## src/logic/pci_master_pkg.sv

```systemverilog
// Shared constants, field layouts and types for the master user port
package pci_master_pkg;
   // Register offsets and control bits
   localparam logic [7:0] REG_CTRL = 8'h00;
   localparam logic [7:0] REG_STATUS = 8'h04;
   localparam int CTRL_ADDR64_BIT = 0;
   localparam int CTRL_DATA64_BIT = 1;
   localparam int CTRL_HOLD_BIT = 2;
   localparam logic [2:0] CTRL_RESET = 3'h0;
   // Status register fields
   localparam int STAT_STATE_LSB = 0;
   localparam int STAT_ERR_LSB = 4;
   localparam int STAT_READY_BIT = 8;
   localparam int STAT_WR_ACTIVE_BIT = 9;
   localparam int STAT_RD_ACTIVE_BIT = 10;
   // State counter codes seen by user logic
   localparam logic [2:0] CNT_IDLE = 3'h0;
   localparam logic [2:0] CNT_SETUP1 = 3'h1;
   localparam logic [2:0] CNT_SETUP2 = 3'h2;
   localparam logic [2:0] CNT_DATA_LO = 3'h4;
   localparam logic [2:0] CNT_DATA_HI = 3'h5;
   // Setup word layout
   localparam int CMD_LSB = 32;
   localparam int CMD_WRITE_BIT = 32;
   localparam int RD_BE_LSB = 18;
   localparam int BURST_W = 18;
   localparam int SINGLE_ADDR_BIT = 2;
   // FIFO and timing figures
   localparam int FIFO_DEPTH = 64;
   localparam int ALMOST_LEVEL = 4;
   localparam int READY_HOLD_CYC = 9;
   localparam int STATUS_BITS = 3;
   localparam logic [31:0] DWORD_STEP = 32'h0000_0004;

   typedef enum logic [2:0] {S_IDLE, S_SETUP1, S_SETUP2, S_DATA_LO, S_DATA_HI} seq_state_e;

   typedef struct packed {
      logic last_n;
      logic [3:0] be;
      logic [31:0] data;
   } wr_entry_s;
endpackage

```

## src/logic/pci_master_user_port.sv

```systemverilog
// User-side master port: setup sequencer, master FIFOs, status shifter, clear
//
// Design decisions made here: the Wishbone interface to the registers and the address map.
`timescale 1ns/1ps
module pci_master_user_port #(
   parameter int DEPTH = pci_master_pkg::FIFO_DEPTH
) (
   // Clock and reset
   input wire logic clk_i,
   input wire logic rst_i,
   // Wishbone slave
   input wire logic wb_cyc_i,
   input wire logic wb_stb_i,
   input wire logic wb_we_i,
   input wire logic [7:0] wb_adr_i,
   input wire logic [3:0] wb_sel_i,
   input wire logic [31:0] wb_dat_i,
   output logic [31:0] wb_dat_o,
   output logic wb_ack_o,
   // User setup and write side
   input wire logic addr_en_n_i,
   input wire logic write_data_en_n_i,
   input wire logic write_last_n_i,
   input wire logic [35:0] write_data_i,
   output logic [2:0] state_counter_o,
   output logic write_fifo_almost_full_o,
   output logic write_fifo_full_o,
   output logic write_fifo_empty_n_o,
   // User read side
   input wire logic read_data_en_n_i,
   output logic [31:0] read_data_o,
   output logic read_fifo_almost_empty_n_o,
   output logic read_fifo_empty_n_o,
   output logic read_fifo_full_n_o,
   input wire logic burst_stop_n_i,
   output logic termination_done_n_o,
   // Status and clear
   input wire logic status_shift_en_n_i,
   output logic error_status_o,
   input wire logic master_side_clear_n_i,
   output logic master_ready_o,
   // PCI engine side
   input wire logic [2:0] pci_status_i,
   output logic pci_wr_req_o,
   input wire logic pci_wr_pop_i,
   output pci_master_pkg::wr_entry_s pci_wr_entry_o,
   output logic pci_wr_entry_valid_o,
   output logic pci_rd_req_o,
   input wire logic pci_rd_push_i,
   input wire logic [31:0] pci_rd_data_i,
   input wire logic pci_abort_i,
   output logic [63:0] pci_addr_o,
   output logic [3:0] pci_cmd_o,
   output logic [7:0] pci_be_o,
   output logic pci_burst_o,
   output logic pci_wait_o,
   output logic pci_stop_o
);
   localparam int AW = $clog2(DEPTH);
   localparam int CW = AW + 1;
   localparam logic [CW-1:0] FULL_CNT = CW'(DEPTH);
   localparam logic [CW-1:0] ALMOST_CNT = CW'(pci_master_pkg::ALMOST_LEVEL);
   localparam logic [CW-1:0] AFULL_CNT = CW'(DEPTH - pci_master_pkg::ALMOST_LEVEL);

   generate
      if (DEPTH < 8 || (DEPTH & (DEPTH - 1)) != 0) begin : g_bad_depth
         $error("DEPTH must be a power of two of at least 8");
      end
   endgenerate

   function automatic logic [2:0] state_code(input pci_master_pkg::seq_state_e s);
      case (s)
         pci_master_pkg::S_SETUP1: state_code = pci_master_pkg::CNT_SETUP1;
         pci_master_pkg::S_SETUP2: state_code = pci_master_pkg::CNT_SETUP2;
         pci_master_pkg::S_DATA_LO: state_code = pci_master_pkg::CNT_DATA_LO;
         pci_master_pkg::S_DATA_HI: state_code = pci_master_pkg::CNT_DATA_HI;
         default: state_code = pci_master_pkg::CNT_IDLE;
      endcase
   endfunction

   function automatic logic [CW-1:0] count_next(input logic [CW-1:0] c, input logic inc, input logic dec);
      count_next = c + CW'(inc) - CW'(dec);
   endfunction

   pci_master_pkg::seq_state_e state_reg, state_next;
   logic [2:0] ctrl_reg;
   logic soft_rst;
   logic is_read_reg;
   logic [63:0] addr_reg;
   logic [3:0] cmd_reg;
   logic [7:0] rd_be_reg;
   logic [pci_master_pkg::BURST_W-1:0] qw_reg;
   logic [pci_master_pkg::BURST_W:0] pci_left_reg;
   logic rd_active_reg;
   logic stop_seen_reg;
   logic last_queued_reg;
   logic [3:0] ready_cnt_reg;
   logic [1:0] shift_idx_reg;
   pci_master_pkg::wr_entry_s wr_mem [DEPTH];
   logic [31:0] rd_mem [DEPTH];
   logic [AW-1:0] wr_wp_reg, wr_rp_reg, rd_wp_reg, rd_rp_reg;
   logic [CW-1:0] wr_cnt_reg, rd_cnt_reg, wr_cnt_next, rd_cnt_next;
   logic wr_push, wr_pop, rd_push, rd_pop, rd_setup_done, rd_end;
   logic addr64, data64, hold, ae, wb_req;
   logic [pci_master_pkg::BURST_W-1:0] qw_eff;

   assign soft_rst = rst_i | ~master_side_clear_n_i;
   assign addr64 = ctrl_reg[pci_master_pkg::CTRL_ADDR64_BIT];
   assign data64 = ctrl_reg[pci_master_pkg::CTRL_DATA64_BIT];
   assign hold = ctrl_reg[pci_master_pkg::CTRL_HOLD_BIT];
   assign ae = ~addr_en_n_i;
   assign wb_req = wb_cyc_i & wb_stb_i & ~wb_ack_o;
   // Address bit 2 set means one quadword regardless of the requested length
   assign qw_eff = write_data_i[pci_master_pkg::SINGLE_ADDR_BIT] ? pci_master_pkg::BURST_W'(1) : qw_reg;

   // Setup and data sequencer
   always_comb begin
      state_next = state_reg;
      wr_push = 1'b0;
      rd_pop = 1'b0;
      rd_setup_done = 1'b0;
      case (state_reg)
         pci_master_pkg::S_IDLE: begin
            if (ae) begin
               if (!write_data_i[pci_master_pkg::CMD_WRITE_BIT]) begin
                  state_next = pci_master_pkg::S_SETUP1;
               end else begin
                  state_next = addr64 ? pci_master_pkg::S_SETUP1 : pci_master_pkg::S_DATA_LO;
               end
            end
         end
         pci_master_pkg::S_SETUP1: begin
            if (ae) begin
               if (is_read_reg && addr64) begin
                  state_next = pci_master_pkg::S_SETUP2;
               end else begin
                  state_next = pci_master_pkg::S_DATA_LO;
               end
               rd_setup_done = is_read_reg;
            end
         end
         pci_master_pkg::S_SETUP2: begin
            if (ae) begin
               state_next = pci_master_pkg::S_DATA_LO;
            end
         end
         pci_master_pkg::S_DATA_LO, pci_master_pkg::S_DATA_HI: begin
            if (!is_read_reg) begin
               // Words offered while full are refused
               if (!write_data_en_n_i && wr_cnt_reg != FULL_CNT) begin
                  wr_push = 1'b1;
                  if (!write_last_n_i) begin
                     state_next = pci_master_pkg::S_IDLE;
                  end else if (state_reg == pci_master_pkg::S_DATA_LO && data64) begin
                     state_next = pci_master_pkg::S_DATA_HI;
                  end else begin
                     state_next = pci_master_pkg::S_DATA_LO;
                  end
               end
            end else begin
               rd_pop = !read_data_en_n_i && rd_cnt_reg != '0;
               if (!rd_active_reg && (rd_cnt_reg == '0 || (rd_pop && rd_cnt_reg == CW'(1)))) begin
                  state_next = pci_master_pkg::S_IDLE;
               end else if (rd_pop) begin
                  state_next = (state_reg == pci_master_pkg::S_DATA_LO && data64) ?
                     pci_master_pkg::S_DATA_HI : pci_master_pkg::S_DATA_LO;
               end
            end
         end
         default: state_next = pci_master_pkg::S_IDLE;
      endcase
   end

   assign wr_pop = pci_wr_pop_i && wr_cnt_reg != '0;
   assign rd_push = pci_rd_push_i && rd_active_reg && rd_cnt_reg != FULL_CNT;
   assign wr_cnt_next = count_next(wr_cnt_reg, wr_push, wr_pop);
   assign rd_cnt_next = count_next(rd_cnt_reg, rd_push, rd_pop);
   // Stop completes only once the FIFO has room again
   assign rd_end = rd_active_reg && (pci_abort_i || (rd_push && pci_left_reg == (pci_master_pkg::BURST_W + 1)'(1))
      || (!burst_stop_n_i && rd_cnt_reg != FULL_CNT));

   always_ff @(posedge clk_i) begin
      if (soft_rst) begin
         state_reg <= pci_master_pkg::S_IDLE;
         state_counter_o <= pci_master_pkg::CNT_IDLE;
      end else begin
         state_reg <= state_next;
         state_counter_o <= state_code(state_next);
      end
   end

   // Setup word capture
   always_ff @(posedge clk_i) begin
      if (soft_rst) begin
         is_read_reg <= 1'b0;
         addr_reg <= '0;
         cmd_reg <= '0;
         rd_be_reg <= '0;
         qw_reg <= '0;
      end else begin
         if (state_reg == pci_master_pkg::S_IDLE && ae) begin
            is_read_reg <= ~write_data_i[pci_master_pkg::CMD_WRITE_BIT];
            cmd_reg <= write_data_i[35:pci_master_pkg::CMD_LSB];
            addr_reg[63:32] <= '0;
            if (!write_data_i[pci_master_pkg::CMD_WRITE_BIT]) begin
               rd_be_reg <= write_data_i[pci_master_pkg::RD_BE_LSB +: 8];
               qw_reg <= write_data_i[pci_master_pkg::BURST_W-1:0];
            end else begin
               addr_reg[31:0] <= write_data_i[31:0];
            end
         end else if (state_reg == pci_master_pkg::S_SETUP1 && ae) begin
            if (is_read_reg) begin
               addr_reg[31:0] <= write_data_i[31:0];
            end else begin
               addr_reg[63:32] <= write_data_i[31:0];
            end
         end else if (state_reg == pci_master_pkg::S_SETUP2 && ae) begin
            addr_reg[63:32] <= write_data_i[31:0];
         end else if (rd_push) begin
            // Advance so a retried transaction resumes where it stopped
            addr_reg <= addr_reg + {32'h0, pci_master_pkg::DWORD_STEP};
         end
      end
   end

   // Read transaction tracking and termination
   always_ff @(posedge clk_i) begin
      if (soft_rst) begin
         rd_active_reg <= 1'b0;
         pci_left_reg <= '0;
         stop_seen_reg <= 1'b0;
         termination_done_n_o <= 1'b1;
      end else begin
         if (rd_setup_done) begin
            pci_left_reg <= {qw_eff, 1'b0};
         end else if (rd_push) begin
            pci_left_reg <= pci_left_reg - (pci_master_pkg::BURST_W + 1)'(1);
         end
         if (rd_end) begin
            rd_active_reg <= 1'b0;
         end else if ((state_reg == pci_master_pkg::S_SETUP1 || state_reg == pci_master_pkg::S_SETUP2)
            && state_next == pci_master_pkg::S_DATA_LO && is_read_reg) begin
            rd_active_reg <= 1'b1;
         end
         stop_seen_reg <= !burst_stop_n_i && (stop_seen_reg || rd_active_reg);
         termination_done_n_o <= !(stop_seen_reg && !burst_stop_n_i && (rd_end || !rd_active_reg));
      end
   end

   // Master write FIFO
   always_ff @(posedge clk_i) begin
      if (wr_push) begin
         wr_mem[wr_wp_reg] <= '{last_n: write_last_n_i, be: write_data_i[35:32], data: write_data_i[31:0]};
      end
   end

   always_ff @(posedge clk_i) begin
      if (soft_rst) begin
         wr_wp_reg <= '0;
         wr_rp_reg <= '0;
         wr_cnt_reg <= '0;
         last_queued_reg <= 1'b0;
         pci_wr_entry_o <= '0;
         pci_wr_entry_valid_o <= 1'b0;
         pci_wr_req_o <= 1'b0;
         write_fifo_almost_full_o <= 1'b0;
         write_fifo_full_o <= 1'b0;
         write_fifo_empty_n_o <= 1'b0;
      end else begin
         wr_wp_reg <= wr_wp_reg + AW'(wr_push);
         wr_rp_reg <= wr_rp_reg + AW'(wr_pop);
         wr_cnt_reg <= wr_cnt_next;
         pci_wr_entry_valid_o <= wr_pop;
         if (wr_pop) begin
            pci_wr_entry_o <= wr_mem[wr_rp_reg];
         end
         if (wr_push && !write_last_n_i) begin
            last_queued_reg <= 1'b1;
         end else if (wr_pop && !wr_mem[wr_rp_reg].last_n) begin
            last_queued_reg <= 1'b0;
         end
         // With bus hold the write waits for the whole burst to be queued
         pci_wr_req_o <= wr_cnt_next != '0 && (!hold || last_queued_reg || (wr_push && !write_last_n_i));
         write_fifo_almost_full_o <= wr_cnt_next >= AFULL_CNT;
         write_fifo_full_o <= wr_cnt_next == FULL_CNT;
         write_fifo_empty_n_o <= wr_cnt_next != '0;
      end
   end

   // Master read FIFO; byte enables go to the bus, never into storage
   always_ff @(posedge clk_i) begin
      if (rd_push) begin
         rd_mem[rd_wp_reg] <= pci_rd_data_i;
      end
   end

   always_ff @(posedge clk_i) begin
      if (soft_rst) begin
         rd_wp_reg <= '0;
         rd_rp_reg <= '0;
         rd_cnt_reg <= '0;
         read_data_o <= '0;
         read_fifo_almost_empty_n_o <= 1'b0;
         read_fifo_empty_n_o <= 1'b0;
         read_fifo_full_n_o <= 1'b1;
         pci_wait_o <= 1'b0;
      end else begin
         rd_wp_reg <= rd_wp_reg + AW'(rd_push);
         rd_rp_reg <= rd_rp_reg + AW'(rd_pop);
         rd_cnt_reg <= rd_cnt_next;
         if (rd_pop) begin
            read_data_o <= rd_mem[rd_rp_reg];
         end
         read_fifo_almost_empty_n_o <= rd_cnt_next > ALMOST_CNT;
         read_fifo_empty_n_o <= rd_cnt_next != '0;
         read_fifo_full_n_o <= rd_cnt_next != FULL_CNT;
         pci_wait_o <= rd_cnt_next == FULL_CNT;
      end
   end

   // PCI engine request fields
   always_ff @(posedge clk_i) begin
      if (soft_rst) begin
         pci_rd_req_o <= 1'b0;
         pci_addr_o <= '0;
         pci_cmd_o <= '0;
         pci_be_o <= '0;
         pci_burst_o <= 1'b0;
         pci_stop_o <= 1'b0;
      end else begin
         pci_rd_req_o <= rd_active_reg && !rd_end;
         pci_addr_o <= addr_reg;
         pci_cmd_o <= cmd_reg;
         pci_be_o <= is_read_reg ? rd_be_reg : 8'h00;
         pci_burst_o <= !addr_reg[pci_master_pkg::SINGLE_ADDR_BIT];
         pci_stop_o <= !burst_stop_n_i && rd_active_reg;
      end
   end

   // Master ready held low during a clear and a fixed time after it
   always_ff @(posedge clk_i) begin
      if (soft_rst) begin
         ready_cnt_reg <= 4'(pci_master_pkg::READY_HOLD_CYC);
         master_ready_o <= 1'b0;
      end else begin
         if (ready_cnt_reg != '0) begin
            ready_cnt_reg <= ready_cnt_reg - 4'h1;
         end
         master_ready_o <= ready_cnt_reg <= 4'h1;
      end
   end

   // Error status: OR while select high, serial one bit per clock while low
   always_ff @(posedge clk_i) begin
      if (rst_i) begin
         shift_idx_reg <= 2'h0;
         error_status_o <= 1'b0;
      end else if (status_shift_en_n_i) begin
         shift_idx_reg <= 2'h0;
         error_status_o <= |pci_status_i;
      end else begin
         shift_idx_reg <= (shift_idx_reg == 2'(pci_master_pkg::STATUS_BITS - 1)) ? 2'h0 : shift_idx_reg + 2'h1;
         error_status_o <= pci_status_i[shift_idx_reg];
      end
   end

   // Wishbone slave, one wait state, unmapped reads give zero
   always_ff @(posedge clk_i) begin
      if (rst_i) begin
         ctrl_reg <= pci_master_pkg::CTRL_RESET;
         wb_ack_o <= 1'b0;
         wb_dat_o <= '0;
      end else begin
         wb_ack_o <= wb_req;
         if (wb_cyc_i && wb_stb_i && wb_ack_o && wb_we_i && wb_adr_i == pci_master_pkg::REG_CTRL && wb_sel_i[0]) begin
            ctrl_reg <= wb_dat_i[2:0];
         end
         wb_dat_o <= '0;
         if (wb_req && !wb_we_i) begin
            if (wb_adr_i == pci_master_pkg::REG_CTRL) begin
               wb_dat_o <= {29'h0, ctrl_reg};
            end else if (wb_adr_i == pci_master_pkg::REG_STATUS) begin
               wb_dat_o[pci_master_pkg::STAT_STATE_LSB +: 3] <= state_counter_o;
               wb_dat_o[pci_master_pkg::STAT_ERR_LSB +: 3] <= pci_status_i;
               wb_dat_o[pci_master_pkg::STAT_READY_BIT] <= master_ready_o;
               wb_dat_o[pci_master_pkg::STAT_WR_ACTIVE_BIT] <= pci_wr_req_o;
               wb_dat_o[pci_master_pkg::STAT_RD_ACTIVE_BIT] <= rd_active_reg;
            end
         end
      end
   end
endmodule

```

## config.mk

```make
export PLATFORM = sky130hd
export DESIGN_NAME = pci_master_user_port
export DESIGN_NICKNAME = d
export VERILOG_FILES = /design/src/logic/pci_master_pkg.sv /design/src/logic/pci_master_user_port.sv
export SDC_FILE = /design/constraint.sdc
export NUM_CORES = 2
export LEC_CHECK = 0
export BUFFER_PORTS_ARGS = -buffer_cell sky130_fd_sc_hd__buf_4
export CAP_MARGIN = 20
export CORE_MARGIN = 4
export CORE_UTILIZATION = 40
export CTS_BUF_LIST = sky130_fd_sc_hd__clkbuf_8
export DETAILED_ROUTE_END_ITERATION = 12
export GPL_TIMING_DRIVEN = 0
export PLACE_DENSITY = 0.58
export SYNTH_ARGS = -nofsm -noshare
export SYNTH_HDL_FRONTEND = slang
export SYNTH_MEMORY_MAX_BITS = 65536
export SYNTH_SLANG_ARGS = --single-unit
```

## constraint.sdc

```tcl
create_clock -name clk_i -period 4.3 [get_ports clk_i]
set_clock_uncertainty 0.05 [all_clocks]
set_input_delay 0.86 -clock clk_i [delete_from_list [all_inputs] [get_ports clk_i]]
set_output_delay 0.86 -clock clk_i [all_outputs]
set_load 0.005 [all_outputs]
```

Word-level counts from Yosys, hierarchy flattened
Memories as Yosys holds them, arrays and structs flattened. A register that Yosys moved wholly into a read port is not among the register bits.
Index checks and enable logic that the tools add are counted.
{ "totals": {"mem_bits_rw": 4416, "register_bits": 331, "n_memories": 2, "wordCells": 214, "out_inout_bits": 196, "in_bits": 130} }
{ "op_classes": {"bitwise_logic": 10, "muxes": 44, "n_addsub": 12, "n_reduce_logical": 74, "n_lt_le_gt_ge": 4, "eq_ne": 21} }
{ "mem_list": {"columns": ["name", "depth", "word_bits", "rd", "rd_clocked_by_memory_dff", "write_ports", "line", "source"], "rows": [
  ["wr_mem", 64, 37, 1, 1, 1, "pci_master_user_port.sv:99", "pci_master_pkg::wr_entry_s wr_mem [DEPTH];"],
  ["rd_mem", 64, 32, 1, 1, 1, "pci_master_user_port.sv:100", "logic [31:0] rd_mem [DEPTH];"]
]} }
{ "op_table": {"columns": ["operator", "count"], "rows": [
  ["$mux 32", 6],
  ["$mux 64", 2],
  ["$add 64x3->64 const B", 1],
  ["$mux 19", 2],
  ["$mux 3", 11],
  ["$logic_and 1x1->1", 31],
  ["$reduce_bool 7->1", 4],
  ["$add 6x1->6", 4],
  ["$pmux 3 s4", 2],
  ["$ne 7x7->1 const B", 3],
  ["$eq 19x1->1 const B", 1],
  ["$sub 19x1->19 const B", 1],
  ["$mux 18", 1],
  ["$mux 1", 16],
  ["$add 7x1->7", 2],
  ["$eq 7x7->1 const B", 2],
  ["$sub 7x1->7", 2],
  ["$eq 3x2->1 const B", 4],
  ["$reduce_or 2->1", 6],
  ["$logic_not 1->1", 11],
  ["$eq 8x3->1 const B", 1],
  ["$logic_not 8->1", 1],
  ["$logic_or 1x1->1", 8],
  ["$eq 7x1->1 const B", 1],
  ["26 further kinds", 42]
]} }

Longest topological paths before layout
{ "logic_depth": {"ltp_word": 11, "ltp_mapped": 17} }

Least setup slack after synthesis
Ideal clock, no wire load.
{ "synth_timing": {"kind": "input -> register", "start": "input write_data_en_n_i", "end": "memory wr_mem[61][0] (netlist name), enable pin", "path_slack_ns": 0.484, "arrival_time_ns": 3.334, "cell_stages": 5, "required_ns": 3.819, "cell_sequence": "a41oi_1 > nand2_1 > nor2_1 > nand3_1 > nor2_1"} }
{ "synth_between": {"elab_chain_len": 7} }
{ "synth_rtl": {"columns": ["item", "line", "source"], "rows": [
  ["from (decl)", "pci_master_user_port.sv:22", "input wire logic write_data_en_n_i,"],
  ["$logic_not 1->1", "pci_master_user_port.sv:150", "if (!write_data_en_n_i && wr_cnt_reg != FULL_CNT) begin"],
  ["$logic_and 1x1->1", "pci_master_user_port.sv:150", null],
  ["$mux 1", "pci_master_user_port.sv:150", null],
  ["$mux 1", "pci_master_user_port.sv:148", "if (!is_read_reg) begin"],
  ["$mux 1", "pci_master_user_port.sv:122", "case (state_reg)"],
  ["$mux 1", "pci_master_user_port.sv:252", "if (wr_push) begin"],
  ["$mux 1 (not written as such)", "pci_master_user_port.sv:253", "wr_mem[wr_wp_reg] <= '{last_n: write_last_n_i, be: write_data_i[35:32], data: write_data_i[31:0]};"],
  ["to (decl)", "pci_master_user_port.sv:99", null]
]} }
Every way passes these cells.

==> reports/results.tsv <==
stage	metric	value	unit
sta	finalSetupViolCount	11	
worst_setup_path	critPathLaunchType	flip-flop	
cells_and_area	top_regs	wr_mem (2368), rd_mem (2048)	
synthesis	syn_inst	8795	
synthesis	muxShareOfSynthArea	15.7	%
clocking	cts_buffer_depth	4	
drt	drtPass1Iterations	8	
worst_setup_path	path_max_fanout	10	
clocking	h-tree-depth	6	
synthesis	synth_top_area_share	72.6	%
sta	max_slew_margin	16.4	%
synthesis	syn_area	0.183	mm²
worst_setup_path	critical_path_class	reg -> reg	
clocking	root_buffer	clkbuf_8	
clocking	cts_buffers	749	
synthesis	synth_top_family_by_area	multiplexers	
floorplanning	start_util	40.3	%
synthesis	synth_top_area_cell	edfxtp_1	
synthesis	synthTopCellsByArea	edfxtp_1 73%, mux4_2 13%, dfxtp_1 3.7%	
sta	fin_crit_sh	104	%
run	cap_violations	0	
sta	layout_setup_ws	-171	ps
grt	grt_pass1_vias	98900	
synthesis	yosysSeqAreaShare	76.3	%
worst_setup_path	arrival	5600	ps
floorplanning	fp.dieW	684	µm
status	status	finished with violations	
synthesis	ys_warn_count	0	
clocking	path_clk_slew	70	ps
sta	fmax	0.224	GHz
synthesis	synth-compound-area-share	3.38	%
sta	worst_pin_slew	1250	ps
synthesis	synth_edf_count	4416	
clocking	cts_tree	yes	
cells_and_area	drive_above_1_share	28.7	%
clocking	cts_num_sinks	4756	
synthesis	ys_async_sr_fraction	0	%
power_and_ir_drop	powerDensity	434	mW/mm²
drt	drt_iter0_markers	15800	
floorplanning	die-area	0.468	mm²
drt	wirelength	573000	µm
worst_setup_path	critPathCaptureType	flip-flop	
clocking	worst_skew_pair.late_latency	1290	ps
synthesis	ys_types	87	
synthesis	ys_ff_latch	4756	
power_and_ir_drop	ir_drop	0.000314	V
synthesis	synth-adder-area-share	0.234	%
cells_and_area	fillerInstances	37300	
floorplanning	core	0.454	mm²
grt	grt_overflow	0	
sta	holdWs	115	ps
cells_and_area	fin_nets	10300	
placed_design	io_buffers	269	
drt	wl_per_cell	34.2	µm
worst_hold_path	min_path_type	in -> reg	
cells_and_area	area_growth	16.6	%
floorplanning	ios	326	
floorplanning	die_y	684	µm
cells_and_area	regMostFlops	wr_mem	
power_and_ir_drop	leakage	66.3	nW
synthesis	synth_xor_area_share	0.206	%
synthesis	synth_ff_type	edfxtp_1	
sta	slew_viol_final	0	
drt	ant_nets	0	
grt	grt_first_pass_wirelength	786000	µm
worst_setup_path	reg2reg_slack	-170	ps
drt	via_per_inst	6.02	
sta	min_period	4470	ps
cells_and_area	largest_reg_flops	2368	
synthesis	synthSimpleGateAreaFrac	2.83	%
sta	hold_viol	0	
cells_and_area	final_cells	16800	
power_and_ir_drop	total_power	0.0925	W
grt	grt_max_degree	71	
grt	antenna_found_initial	65	
grt	grt_util_all_layers	23.9	%
status	violations	negative setup slack	
synthesis	synth_area_per_cell	20.8	µm²
worst_setup_path	required	5430	ps
floorplanning	placementRows	247	
drt	drc	0	
placed_design	place_inst	15300	
placed_design	dp_hpwl	384000	µm
drt	vias	101000	
placed_design	place.gp.congestion	0.908	
## kinds of logic (layout without fill, tap and decap cells)
kind of cell,count (synthesis),count (layout)
flip-flops,4756,4756
multiplexers,1493,1493
AND/OR/NAND/NOR,1044,1046
AO/OA/AOI/OAI,852,852
buffers and inverters,573,2520
XOR/XNOR,43,43
adder cells (fa/ha/maj),33,33
other,1,55
## worst max-delay path: stages (launching register included)
cell and delay [ps]:
dfxtp_1 360, buf_2 550, clkbuf_1 390, buf_8 230, clkbuf_4 520, mux4_2 400
a22oi_1 430, nand2_1 280, a221oi_1 550, o22ai_1 270, a31o_2 280
## metal layers
layer,track usage [%],wire (µm),up-vias,part of all wire (%)
met4,8.83,23600,26,4.1
met1,33.6,225000,53400,39
met2,36.2,259000,6590,45
li1,-,-,39700,-
met3,5.76,64900,1249,11
met5,0.265,340,-,0.059
## cell type report
cell class	instances	area [µm²]	share of cell area, %
Sequential cell	4756	139000	65.4
Multi-Input combinational cell	3490	42100	19.7
Clock buffer	797	11000	5.15
Timing Repair Buffer	608	7770	3.65
Tap cell	5976	7480	3.51
Clock inverter	547	2750	1.29
Buffer	519	2390	1.12
Inverter	49	184	0.0863
Antenna cell	32	80.1	0.0376
## cell usage in the layout (no fill, tap or decap), types with 20 or more instances in the layout
cell type      synthesis  layout
a211oi_1             108     103
a21oi_1              103     103
a221oi_1              22      20
a22o_1                39      39
a22oi_1               64      64
and2_1                94      94
and3_1                24      24
buf_1                 54      51
buf_12                 0     149
buf_16                 0      48
buf_2                135     138
buf_4                 48     383
buf_8                  0      36
clkbuf_1             284     250
clkbuf_2               0      21
clkbuf_8               0     797
clkinv_1               0     139
clkinv_2               0      59
conb_1                 1      23
dfxtp_1              340     340
diode_2                0      32
dlygate4sd3_1          0      25
edfxtp_1            4416    4416
ha_1                  31      31
inv_1                 46     338
mux2_2                72      72
mux2i_1              334     330
mux4_2              1087    1087
nand2_1              282     280
nand2b_1              43      43
nand3_1               89      87
nor2_1               266     137
nor2_4                 0     128
nor2b_1               51      51
nor3_1                77      60
o21ai_0               84      82
o221ai_1             191     191
o22ai_1              108     108
xnor2_1               32      32
## power breakdown
| part | internal, W | switching, W | total, W | leakage [nW] |
|---|---|---|---|---|
| clock | 0.0177 | 0.0178 | 0.0356 | 8.09 |
| sequential | 0.0506 | 0.000147 | 0.0508 | 42.4 |
| combinational | 0.00234 | 0.00378 | 0.00612 | 15.8 |
## metrics by stage
| stage | instance area (µm²) | TNS [ps] | setup WS (ps) | util (%) |
|---|---|---|---|---|
| 3_3_place_gp | 192000 | - | -4000 | 42.4 |
| 6_report | 213000 | -671 | -171 | 46.9 |
| 3_5_place_dp | 198000 | -987590 | -850 | 43.6 |
| 5_1_grt | 213000 | -12.9 | -11.1 | 46.9 |
| 2_1_floorplan | 183000 | 0 | 484 | - |
| 4_1_cts | 213000 | 0 | 0.386 | 46.8 |
## path summary, 6_finish.rpt
| path | start | to | cells after the start |
|---|---|---|---|
| min reg2reg | stop_seen_reg$_SDFF_PP0_ | stop_seen_reg$_SDFF_PP0_ | 1 |
| max reg2reg | wr_rp_reg[1]$_SDFF_PP0_ | pci_wr_entry_o[1]$_SDFFE_PP0P_ | 10 |
| min | write_data_i[1] | wr_mem[61][1]$_DFFE_PP_ | 1 |
| max | wr_rp_reg[1]$_SDFF_PP0_ | pci_wr_entry_o[1]$_SDFFE_PP0P_ | 10 |
## Yosys cell counts, types with 48 or more instances
cell      number
nor2_1       266
dfxtp_1      340
mux2i_1      334
o22ai_1      108
mux4_2      1087
nor3_1        77
buf_1         54
nand3_1       89
a22oi_1       64
o21ai_0       84
o221ai_1     191
mux2_2        72
nand2_1      282
nor2b_1       51
a21oi_1      103
buf_2        135
edfxtp_1    4416
a211oi_1     108
and2_1        94
clkbuf_1     284
buf_4         48
## timing repair
action,CTS,global route
hold buffers,25,0
gates cloned,2,0
pin swaps,22,10
endpoints found under the setup margin,1364,863
setup buffers,53,17
gates resized for setup,34,42
hold endpoints to repair,88,0
No activity file was read; power rests on OpenSTA's default activity.
